$ cat config.mk
export PLATFORM = sky130hd
export DESIGN_NAME = proximity_ambient_calibration
export DESIGN_NICKNAME = d
export VERILOG_FILES = /design/src/rtl/prox_cal_pkg.sv /design/src/rtl/stage_mem_if.sv /design/src/rtl/stage_mem.sv /design/src/rtl/proximity_ambient_calibration.sv
export SDC_FILE = /design/constraint.sdc
export NUM_CORES = 2
export LEC_CHECK = 0
export ABC_CLOCK_PERIOD_IN_PS = 9100
export BUFFER_PORTS_ARGS = -buffer_cell sky130_fd_sc_hd__buf_2
export CELL_PAD_IN_SITES_DETAIL_PLACEMENT = 0
export CELL_PAD_IN_SITES_GLOBAL_PLACEMENT = 1
export CORE_AREA = 2 2 325 648
export CTS_BUF_LIST = sky130_fd_sc_hd__clkbuf_8
export DETAILED_ROUTE_END_ITERATION = 10
export DIE_AREA = 0 0 327 650
export PLACE_DENSITY = 0.49
export SYNTH_ARGS = -nofsm -noshare
export SYNTH_HDL_FRONTEND = slang
export SYNTH_SLANG_ARGS = --single-unit
$ cat constraint.sdc
create_clock -name clk_sys -period 9.1 [get_ports clk_sys]
set_input_delay 2.275 -clock clk_sys [delete_from_list [all_inputs] [get_ports clk_sys]]
set_output_delay 2.275 -clock clk_sys [all_outputs]
set_load 0.02 [all_outputs]
$ cat src/rtl/prox_cal_pkg.sv
// Function
// - Raw 16-bit results readable from 0x00B onward
// - Per-stage results kept readable in third bank
// - Proximity check disables ambient calibration at once
// - Hold period from 4-bit counts at 0x002
// - Long proximity forces recalibration, delay at 0x004
// - Forced recalibration lasts two conversion cycles
// - Comparator one: fifo sample difference beyond rate
// - Comparator two: fast average versus ambient level
// - Compensation on each conversion while untouched
// - Ambient drift moves stage high/low thresholds
// - Ambient taken only when no approach or touch, or from fast average as forced recalibration ends
// - Slow filter updates when enabled and no proximity
// - Per-stage compensation data held in memory
// - Interrupt asserts when result passes a threshold
package prox_cal_pkg;

    // Geometry
    localparam int NUM_STAGES = 12;
    localparam int ADDR_W     = 10;
    localparam int DATA_W     = 16;

    // Bank 1 control and raw result register offsets
    localparam logic [ADDR_W-1:0] ADDR_HOLD      = 10'h002;
    localparam logic [ADDR_W-1:0] ADDR_LEVEL     = 10'h003;
    localparam logic [ADDR_W-1:0] ADDR_RECAL     = 10'h004;
    localparam logic [ADDR_W-1:0] ADDR_RAW_BASE  = 10'h00b;
    // Status and bank 3 result offsets
    localparam logic [ADDR_W-1:0] ADDR_PROX_STAT = 10'h020;
    localparam logic [ADDR_W-1:0] ADDR_HIGH_STAT = 10'h021;
    localparam logic [ADDR_W-1:0] ADDR_LOW_STAT  = 10'h022;
    localparam logic [ADDR_W-1:0] ADDR_RES_BASE  = 10'h0e0;

    // Field positions
    localparam int HOLD_FP_LSB  = 0;   // 4 bits
    localparam int HOLD_LP_LSB  = 4;   // 4 bits
    localparam int LVL_REC_LSB  = 0;   // 8 bits
    localparam int LVL_RATE_LSB = 8;   // 6 bits
    localparam int RECAL_FP_LSB = 0;   // 8 bits
    localparam int RECAL_LP_LSB = 8;   // 6 bits

    // Values after reset
    localparam logic [3:0] HOLD_RST  = 4'h0;
    localparam logic [7:0] LEVEL_RST = 8'h00;
    localparam logic [5:0] RATE_RST  = 6'h00;
    localparam logic [7:0] RECAL_RST = 8'h00;

    // Filter shifts and forced recalibration length in conversions
    localparam int         FAST_SHIFT   = 2;
    localparam int         SLOW_SHIFT   = 4;
    localparam logic [1:0] RECAL_CYCLES = 2'h2;

    // Per-stage record kept in the stage memory
    typedef struct packed {
        logic [15:0] raw;        // Latest raw conversion
        logic [15:0] fifoSampleA; // Oldest fast fifo sample
        logic [15:0] fifoSampleB;
        logic [15:0] fifoSampleC; // Newest fast fifo sample
        logic [15:0] fastAvg;    // Fast filter average
        logic [15:0] ambient;    // Stored ambient level
        logic [3:0]  holdCnt;    // Calibration hold countdown
        logic [7:0]  recalCnt;   // Conversions spent in proximity
        logic [1:0]  recalPhase; // Forced recalibration countdown
    } stage_rec_s;

    localparam int REC_W = $bits(stage_rec_s);

    typedef enum {PIPE_IDLE, PIPE_CALC} pipe_state_e;

endpackage : prox_cal_pkg

$ cat src/rtl/stage_mem_if.sv
`timescale 1ns/10ps
`default_nettype none
// Write port and two registered read ports of the stage memory
interface stage_mem_if #(
    parameter int WIDTH = 8,
    parameter int AW    = 4
);
    logic             wrEn;
    logic [AW-1:0]    wrAddr;
    logic [WIDTH-1:0] wrData;
    logic [AW-1:0]    rdAddrA;  // Conversion pipeline port
    logic [WIDTH-1:0] rdDataA;
    logic [AW-1:0]    rdAddrB;  // Host read-back port
    logic [WIDTH-1:0] rdDataB;

    modport mem  (input wrEn, wrAddr, wrData, rdAddrA, rdAddrB,
                  output rdDataA, rdDataB);
    modport user (output wrEn, wrAddr, wrData, rdAddrA, rdAddrB,
                  input rdDataA, rdDataB);
endinterface : stage_mem_if
`default_nettype wire

$ cat src/rtl/stage_mem.sv
`timescale 1ns/10ps
`default_nettype none
// Per-stage record store; read data leave through registers
module stage_mem
    import prox_cal_pkg::*;
#(
    parameter int WIDTH = 8,
    parameter int DEPTH = 12,
    parameter int AW    = 4
) (
    input wire logic    clk_sys,
    stage_mem_if.mem    port
);
    logic [WIDTH-1:0] store [DEPTH];  // No reset: contents tracked outside

    // Write, then registered reads on both ports
    always_ff @(posedge clk_sys) begin
        if (port.wrEn) begin
            store[port.wrAddr] <= port.wrData;
        end
        port.rdDataA <= store[port.rdAddrA];
        port.rdDataB <= store[port.rdAddrB];
    end
endmodule : stage_mem
`default_nettype wire

$ cat src/rtl/proximity_ambient_calibration.sv
`timescale 1ns/10ps
`default_nettype none
// Proximity detection and ambient calibration for all stages
module proximity_ambient_calibration
    import prox_cal_pkg::*;
#(
    parameter int          STAGES      = NUM_STAGES,
    parameter logic [15:0] OFFSET_HIGH = 16'h0100,  // Initial high offset
    parameter logic [15:0] OFFSET_LOW  = 16'h0100   // Initial low offset
) (
    input  wire logic              clk_sys,
    input  wire logic              rst_b,
    // Converter result strobe
    input  wire logic              convValid,
    input  wire logic [3:0]        convStage,
    input  wire logic [15:0]       convData,
    // Mode controls
    input  wire logic              lowPowerMode,
    input  wire logic              slowFilterEn,
    // Register port
    input  wire logic [ADDR_W-1:0] regAddr,
    input  wire logic [DATA_W-1:0] regWrData,
    input  wire logic              regWrite,
    input  wire logic              regRead,
    output logic [DATA_W-1:0]      regRdData,
    output logic                   regRdValid,
    // Open-drain interrupt pin, driven low while enabled
    output logic                   intPinOut,
    output logic                   intPinOe,
    // Forced recalibration in progress on any stage
    output logic                   recalBusy
);
    localparam int AW = 4;

    generate
        if (STAGES < 1 || STAGES > 16) begin : g_bad_stages
            $error("STAGES must lie between 1 and 16");
        end
    endgenerate

    stage_mem_if #(.WIDTH(REC_W), .AW(AW)) memIf ();

    stage_mem #(.WIDTH(REC_W), .DEPTH(STAGES), .AW(AW)) u_mem (
        .clk_sys (clk_sys),
        .port    (memIf.mem)
    );

    // Control register fields
    logic [3:0] holdFp, next_holdFp;      // full_power_hold_count
    logic [3:0] holdLp, next_holdLp;      // low_power_hold_count
    logic [7:0] recalLevel, next_recalLevel;  // recal_level_threshold
    logic [5:0] detectRate, next_detectRate;  // approach_rate_threshold
    logic [7:0] recalFp, next_recalFp;    // full_power_forced_recal
    logic [5:0] recalLp, next_recalLp;    // low_power_forced_recal

    // Conversion pipeline state
    pipe_state_e          state, next_state;
    logic [AW-1:0]        curStage, next_curStage;
    logic [15:0]          curData, next_curData;
    logic [STAGES-1:0]    stageInit, next_stageInit;  // Record is valid
    logic [STAGES-1:0]    proxStat, next_proxStat;
    logic [STAGES-1:0]    highStat, next_highStat;
    logic [STAGES-1:0]    lowStat, next_lowStat;
    logic [STAGES-1:0]    recalAct, next_recalAct;

    // Host read pipeline
    logic                 rdPend, next_rdPend;
    logic [ADDR_W-1:0]    rdAddr, next_rdAddr;
    logic [DATA_W-1:0]    next_regRdData;
    logic                 next_regRdValid;
    logic                 next_intPinOe;
    logic                 next_recalBusy;

    // Compute path signals
    stage_rec_s rec, nrec, hostRec;
    logic       prox1, prox2, prox, touched, calOk;
    logic [15:0] hiTh, loTh;
    logic [3:0]  holdLimit;
    logic [7:0]  recalLimit;
    logic [16:0] hiSum;

    // Absolute difference of two unsigned samples
    function automatic logic [15:0] absDiff(input logic [15:0] a,
                                            input logic [15:0] b);
        absDiff = (a >= b) ? a - b : b - a;
    endfunction : absDiff

    // Move a filter value a shifted fraction toward a target
    function automatic logic [15:0] stepToward(input logic [15:0] cur,
                                               input logic [15:0] tgt,
                                               input int sh);
        if (tgt >= cur) begin
            stepToward = cur + ((tgt - cur) >> sh);
        end else begin
            stepToward = cur - ((cur - tgt) >> sh);
        end
    endfunction : stepToward

    // Address decode helpers
    logic rawHit, resHit;
    logic [ADDR_W-1:0] rawOff, resOff;
    assign rawOff = regAddr - ADDR_RAW_BASE;
    assign resOff = regAddr - ADDR_RES_BASE;
    assign rawHit = (regAddr >= ADDR_RAW_BASE)
                    && (rawOff < ADDR_W'(STAGES));
    assign resHit = (regAddr >= ADDR_RES_BASE)
                    && (resOff < ADDR_W'(STAGES));

    // Memory port wiring: pipeline reads on the strobe, host on a read
    always_comb begin
        memIf.rdAddrA = convStage;
        memIf.rdAddrB = rawHit ? rawOff[AW-1:0] : resOff[AW-1:0];
        memIf.wrEn    = (state == PIPE_CALC);
        memIf.wrAddr  = curStage;
        memIf.wrData  = nrec;
        hostRec       = stage_rec_s'(memIf.rdDataB);
    end

    // Per-stage record update for the stage under conversion
    always_comb begin
        rec        = stage_rec_s'(memIf.rdDataA);
        nrec       = rec;
        holdLimit  = lowPowerMode ? holdLp : holdFp;
        recalLimit = lowPowerMode ? {2'h0, recalLp} : recalFp;
        // Thresholds follow the stored ambient level
        hiSum = {1'b0, rec.ambient} + {1'b0, OFFSET_HIGH};
        hiTh  = hiSum[16] ? 16'hffff : hiSum[15:0];
        loTh  = (rec.ambient < OFFSET_LOW) ? 16'h0000
                : rec.ambient - OFFSET_LOW;
        nrec.raw         = curData;
        nrec.fifoSampleA = rec.fifoSampleB;
        nrec.fifoSampleB = rec.fifoSampleC;
        nrec.fifoSampleC = curData;
        nrec.fastAvg     = stepToward(rec.fastAvg, curData, FAST_SHIFT);
        prox1 = absDiff(nrec.fifoSampleA, nrec.fifoSampleC)
                > {10'h000, detectRate};
        prox2 = absDiff(nrec.fastAvg, rec.ambient)
                > {8'h00, recalLevel};
        prox    = prox1 | prox2;
        touched = (curData > hiTh) || (curData < loTh);
        calOk   = 1'b0;
        if (!stageInit[curStage]) begin
            // First conversion seeds the record
            nrec.fifoSampleA = curData;
            nrec.fifoSampleB = curData;
            nrec.fastAvg     = curData;
            nrec.ambient     = curData;
            nrec.holdCnt     = 4'h0;
            nrec.recalCnt    = 8'h00;
            nrec.recalPhase  = 2'h0;
            prox             = 1'b0;
            touched          = 1'b0;
        end else if (rec.recalPhase != 2'h0) begin
            // Forced recalibration runs out over two conversions
            nrec.recalPhase = rec.recalPhase - 2'h1;
            if (rec.recalPhase == 2'h1) begin
                nrec.ambient  = nrec.fastAvg;
                nrec.holdCnt  = 4'h0;
                nrec.recalCnt = 8'h00;
            end
        end else if (prox) begin
            // Calibration stops at once and the hold restarts
            nrec.holdCnt = holdLimit;
            if (recalLimit != 8'h00 && rec.recalCnt + 8'h01 >= recalLimit)
            begin
                nrec.recalPhase = RECAL_CYCLES;
                nrec.recalCnt   = 8'h00;
            end else begin
                nrec.recalCnt = rec.recalCnt + 8'h01;
            end
        end else begin
            nrec.recalCnt = 8'h00;
            if (rec.holdCnt != 4'h0) begin
                nrec.holdCnt = rec.holdCnt - 4'h1;
            end
            // Ambient only learns when idle, untouched and enabled
            calOk = slowFilterEn && (rec.holdCnt == 4'h0)
                    && !touched;
            if (calOk) begin
                nrec.ambient = stepToward(rec.ambient, curData,
                                          SLOW_SHIFT);
            end
        end
    end

    // Pipeline, status and pin next values
    always_comb begin
        next_state     = state;
        next_curStage  = curStage;
        next_curData   = curData;
        next_stageInit = stageInit;
        next_proxStat  = proxStat;
        next_highStat  = highStat;
        next_lowStat   = lowStat;
        next_recalAct  = recalAct;
        unique case (state)
            PIPE_IDLE: begin
                // Strobes for stages beyond the count are dropped
                if (convValid && (convStage < AW'(STAGES))) begin
                    next_curStage = convStage;
                    next_curData  = convData;
                    next_state    = PIPE_CALC;
                end
            end
            PIPE_CALC: begin
                next_stageInit[curStage] = 1'b1;
                next_proxStat[curStage]  = prox;
                next_highStat[curStage]  = curData > hiTh
                                           && stageInit[curStage];
                next_lowStat[curStage]   = curData < loTh
                                           && stageInit[curStage];
                next_recalAct[curStage]  = nrec.recalPhase != 2'h0;
                next_state = PIPE_IDLE;
            end
        endcase
        // Pin pulled low while any stage sits beyond a threshold
        next_intPinOe  = |(next_highStat | next_lowStat);
        next_recalBusy = |next_recalAct;
    end

    // Register writes and host read answers
    always_comb begin
        next_holdFp     = holdFp;
        next_holdLp     = holdLp;
        next_recalLevel = recalLevel;
        next_detectRate = detectRate;
        next_recalFp    = recalFp;
        next_recalLp    = recalLp;
        next_rdPend     = regRead;
        next_rdAddr     = regRead ? regAddr : rdAddr;
        next_regRdValid = rdPend;
        next_regRdData  = regRdData;
        if (regWrite) begin
            unique case (regAddr)
                ADDR_HOLD: begin
                    next_holdFp = regWrData[HOLD_FP_LSB +: 4];
                    next_holdLp = regWrData[HOLD_LP_LSB +: 4];
                end
                ADDR_LEVEL: begin
                    next_recalLevel = regWrData[LVL_REC_LSB +: 8];
                    next_detectRate = regWrData[LVL_RATE_LSB +: 6];
                end
                ADDR_RECAL: begin
                    next_recalFp = regWrData[RECAL_FP_LSB +: 8];
                    next_recalLp = regWrData[RECAL_LP_LSB +: 6];
                end
                default: begin
                    // Read-only or unmapped: write is ignored
                end
            endcase
        end
        if (rdPend) begin
            next_regRdData = '0;
            if (rdAddr == ADDR_HOLD) begin
                next_regRdData[HOLD_FP_LSB +: 4] = holdFp;
                next_regRdData[HOLD_LP_LSB +: 4] = holdLp;
            end else if (rdAddr == ADDR_LEVEL) begin
                next_regRdData[LVL_REC_LSB +: 8]  = recalLevel;
                next_regRdData[LVL_RATE_LSB +: 6] = detectRate;
            end else if (rdAddr == ADDR_RECAL) begin
                next_regRdData[RECAL_FP_LSB +: 8] = recalFp;
                next_regRdData[RECAL_LP_LSB +: 6] = recalLp;
            end else if (rdAddr == ADDR_PROX_STAT) begin
                next_regRdData[STAGES-1:0] = proxStat;
            end else if (rdAddr == ADDR_HIGH_STAT) begin
                next_regRdData[STAGES-1:0] = highStat;
            end else if (rdAddr == ADDR_LOW_STAT) begin
                next_regRdData[STAGES-1:0] = lowStat;
            end else if ((rdAddr >= ADDR_RAW_BASE)
                && (rdAddr - ADDR_RAW_BASE < ADDR_W'(STAGES))) begin
                next_regRdData = memIf.rdDataB[REC_W-1 -: 16];
            end else if ((rdAddr >= ADDR_RES_BASE)
                && (rdAddr - ADDR_RES_BASE < ADDR_W'(STAGES))) begin
                // Bank 3 result: fast filter average of the stage
                next_regRdData = hostRec.fastAvg;
            end
        end
    end

    // Register every piece of state
    always_ff @(posedge clk_sys or negedge rst_b) begin
        if (!rst_b) begin
            holdFp     <= HOLD_RST;
            holdLp     <= HOLD_RST;
            recalLevel <= LEVEL_RST;
            detectRate <= RATE_RST;
            recalFp    <= RECAL_RST;
            recalLp    <= RECAL_RST[5:0];
            state      <= PIPE_IDLE;
            curStage   <= '0;
            curData    <= '0;
            stageInit  <= '0;
            proxStat   <= '0;
            highStat   <= '0;
            lowStat    <= '0;
            recalAct   <= '0;
            rdPend     <= 1'b0;
            rdAddr     <= '0;
            regRdData  <= '0;
            regRdValid <= 1'b0;
            intPinOut  <= 1'b0;
            intPinOe   <= 1'b0;
            recalBusy  <= 1'b0;
        end else begin
            holdFp     <= next_holdFp;
            holdLp     <= next_holdLp;
            recalLevel <= next_recalLevel;
            detectRate <= next_detectRate;
            recalFp    <= next_recalFp;
            recalLp    <= next_recalLp;
            state      <= next_state;
            curStage   <= next_curStage;
            curData    <= next_curData;
            stageInit  <= next_stageInit;
            proxStat   <= next_proxStat;
            highStat   <= next_highStat;
            lowStat    <= next_lowStat;
            recalAct   <= next_recalAct;
            rdPend     <= next_rdPend;
            rdAddr     <= next_rdAddr;
            regRdData  <= next_regRdData;
            regRdValid <= next_regRdValid;
            intPinOut  <= 1'b0;  // Open drain: only ever pulls low
            intPinOe   <= next_intPinOe;
            recalBusy  <= next_recalBusy;
        end
    end

endmodule : proximity_ambient_calibration
`default_nettype wire

==> reports/metrics.csv <==
stage;metric;value;unit
run_status;outcome;complete, but fails checks;
run_status;failed_checks;setup timing;
setup_path;cp-end-kind;flip-flop;
timing;hold_viol;0;
setup_path;critPathRequiredTime;9740;ps
timing;final.min_clock_period;9305;ps
floorplanning;pin_count;73;
clock_network;cts_max_path_buffers;4;
synth;yosysSeqAreaShare;0.5879;
timing;min_period_over_period;1.022;
route;routed_wl;205800;um
synth;synth-main-ff-cell;edfxtp_1;
route;post-route-drc-count;0;
cells_and_area;final_cell_mix;edfxtp_1 (936), buf_4 (387), nand2_1 (350);
power;p_leak;25.39;nW
grt;grt_pass1_wl;292300;um
floorplanning;core-area;207900;sq um
floorplanning;die_w;327;um
setup_path;r2r_start;curData[3];
synth;syn_area;57810;sq um
route;vias;37250;
synth;synth_edf_count;936;
clock_network;path_clk_slew;70;ps
floorplanning;rows;237;
grt;grt_start_max_net_pins;97;
setup_path;startpoint_type;flip-flop;
floorplanning;die_h;650;um
cells_and_area;fill_cells;20540;
placement;placed_area;64100;sq um
power;swShare;0.3746;
timing;fin_ws;-204.6;ps
synth;ys_seq_elements;1193;
power;seqPwrFrac;0.324;
synth;synth_cell_type_count;94;
cells_and_area;multi_input_area;23210;sq um
placement;gp_congestion;0.8844;
cells_and_area;register_area;34000;sq um
setup_path;crit_path_top_delay_cell;or4b_4;
placement;dpl.cell_count;7055;
grt;gr-total-overflow;0;
power;clockPowerShare;0.208;
timing;rsz0062_at_grt;yes;
route;ant_nets;0;
setup_path;worstPathMaxFanout;6;
cells_and_area;final_area;68750;sq um
setup_path;crit_top_cell;buf_6;
timing;final-setup-viol-count;165;
timing;timing.hold.ws;465.6;ps
synth;syn_nets;4334;
cells_and_area;nets;4796;
route;viasPerCell;5.019;
setup_path;cp.arrival;9940;ps
min_path;hold_path_class;reg -> reg;
timing;maxSlewViolCount;0;
clock_network;root_buffer;clkbuf_8;
route;drtPass1Iterations;7;
grt;antenna_found_initial;6;
cells_and_area;drive_gt1_frac;0.2807;
synth;yosys_warnings;0;
setup_path;path_buf_inv;5;
min_path;min-delay-start;stageInit[5];
setup_path;worstSetupPathType;reg -> reg;
power;p_int;0.01349;W
cells_and_area;syn_to_final_growth;18.92;%
clock_network;postCtsHoldBufs;0;
synth;syn_inst;4054;
grt;grt_pass1_vias;40140;
power;power;0.02157;W
floorplanning;start_util;0.2781;
clock_network;cts_htree_levels;4;
cells_and_area;mostFrequentLayoutCell;edfxtp_1;
clock_network;clk_latency;960;ps
placement;numPortBuffers;69;
power;comb_power_share;0.468;
clock_network;cts_tree;built;
route;wire_per_inst;27.73;um
flow_run;maxCapViolCount;0;
timing;max_slew_margin;0.1996;
setup_path;critPathMaxStageDelay;550;ps
setup_path;startpoint;curData[3];
clock_network;cts_buffers;173;
route;drt_iter0_markers;2162;
clock_network;cts_sinks;1193;
synth;syn_avg_cell_area;14.26;sq um
setup_path;crit_family;simple AND/OR/NAND/NOR gates;
power;p_per_area;313.7;nW/um^2
cells_and_area;final-instance-count-excl-fill;7421;
timing;tightest_slew;1188;ps
placement;dp_hpwl;140700;um
timing;fmax;0.1075;GHz
power;peakVddDrop;0.0002872;V
timing;skew;113.3;ps
power;power_switching;0.008079;W
synth;synthArstFlopShare;0.1232;
grt;grt_usage;0.1915;
floorplanning;die_area;212600;sq um
==> cells by family (layout without fill, tap and decap cells) <==
kind of cell,Yosys count,in the layout,share of synthesized area
flip-flops,1193,1193,0.5879
other,1,32,0.00006487
AO/OA/AOI/OAI,761,762,0.08370
AND/OR/NAND/NOR,848,848,0.06887
adder cells (fa/ha/maj),227,227,0.04991
buffers and inverters,363,950,0.02439
XOR/XNOR,123,123,0.01887
multiplexers,538,538,0.1663
==> synthesized netlist by cell type (9+ instances only) <==
master | count | area share
nand3_1 | 47 | 0.0041
a22oi_1 | 15 | 0.0019
and3_1 | 16 | 0.0017
nor2_1 | 176 | 0.011
o211ai_1 | 9 | 0.0012
a221oi_1 | 11 | 0.0017
mux2i_1 | 148 | 0.026
or4_1 | 17 | 0.0022
and2_1 | 15 | 0.0016
a221o_1 | 9 | 0.0016
dfrtp_1 | 147 | 0.064
nand4_1 | 28 | 0.0030
o31ai_1 | 18 | 0.0023
or2_2 | 11 | 0.0012
o22ai_1 | 9 | 0.00097
clkbuf_1 | 154 | 0.010
buf_1 | 40 | 0.0026
a22o_1 | 10 | 0.0015
a31o_2 | 11 | 0.0017
o221ai_1 | 11 | 0.0017
a21o_1 | 57 | 0.0074
a21oi_1 | 185 | 0.016
a211o_1 | 10 | 0.0015
nor4_1 | 13 | 0.0014
dfxtp_1 | 110 | 0.038
a31oi_1 | 32 | 0.0035
xor2_1 | 49 | 0.0074
nor3_1 | 58 | 0.0050
nand2b_1 | 33 | 0.0036
inv_1 | 151 | 0.0098
a222oi_1 | 16 | 0.0028
mux4_2 | 332 | 0.13
nor2b_1 | 23 | 0.0025
o21bai_1 | 23 | 0.0030
buf_2 | 11 | 0.00095
o21ai_0 | 235 | 0.020
or3_1 | 18 | 0.0019
xnor2_1 | 73 | 0.011
o21a_1 | 20 | 0.0026
a211oi_1 | 18 | 0.0023
ha_1 | 221 | 0.048
mux2_2 | 56 | 0.011
nand2_1 | 353 | 0.023
o2111ai_1 | 9 | 0.0014
edfxtp_1 | 936 | 0.49
==> timing repair <==
action,4_1_cts,5_1_grt
setup buffers,22,7
endpoints found under the setup margin,373,373
pin swaps,58,45
cloned,7,0
resized for setup,126,46
==> final timing paths <==
path,depth (start not counted),end,slack [ps]
worst max-delay path,42,u_mem.store[3][27],-200
max in group asynchronous,2,curData[13],6180
worst max register to register,42,u_mem.store[3][27],-200
worst min-delay path,1,stageInit[5],470
worst min register to register,1,stageInit[5],470
min in group asynchronous,1,regRdData[2],1400
==> power by group through the flow <==
stage / Combinational, W / Clock [W] / Sequential (W)
floorplan: 0.00472 / 0 / 0.00707
global placement: 0.00891 / 0 / 0.00711
detailed placement: 0.00895 / 0 / 0.00712
CTS: 0.00991 / 0.00464 / 0.00700
global route: 0.0109 / 0.00481 / 0.00703
finish: 0.0101 / 0.00449 / 0.00700
==> flip-flops by register name, summed over array words and instances (netlist names), 4 cells and up <==
register	flops
u_mem.store	936
u_mem.port.rdDataA	78
u_mem.port.rdDataB	32
curData	16
regRdData	16
highStat	12
lowStat	12
proxStat	12
recalAct	12
stageInit	12
rdAddr	10
recalFp	8
recalLevel	8
detectRate	6
recalLp	6
curStage	4
holdFp	4
holdLp	4
==> stage by stage <==
stage	setup slack [ps]	utilization	setup TNS, ps
after detailed placement	-1301	0.3083	-407280
after global routing	-516.3	0.3307	-117900
after floorplan	1.386	-	0
after global placement	-1252	0.3083	-405200
after CTS	-208.5	0.3292	-11750
final	-204.6	0.3307	-15910
==> metal layers <==
layer  track usage  up-vias  share of wire
li1              -    16690              -
met1        0.2034    19500           0.36
met2        0.3802      763           0.57
met3       0.01619      298          0.027
met4       0.07793        0          0.043
met5             0        -              0
==> final cells by class <==
cell class | count | share of cell area
inverters | 152 | 0.008845
repair buffers | 497 | 0.05720
diodes | 31 | 0.001128
well taps | 2748 | 0.05001
clock inverters | 97 | 0.009828
flip-flops and latches | 1193 | 0.4945
clock buffers | 204 | 0.04084
multi-input cells | 2499 | 0.3376
Note: power is estimated with default switching activity, not from simulation.
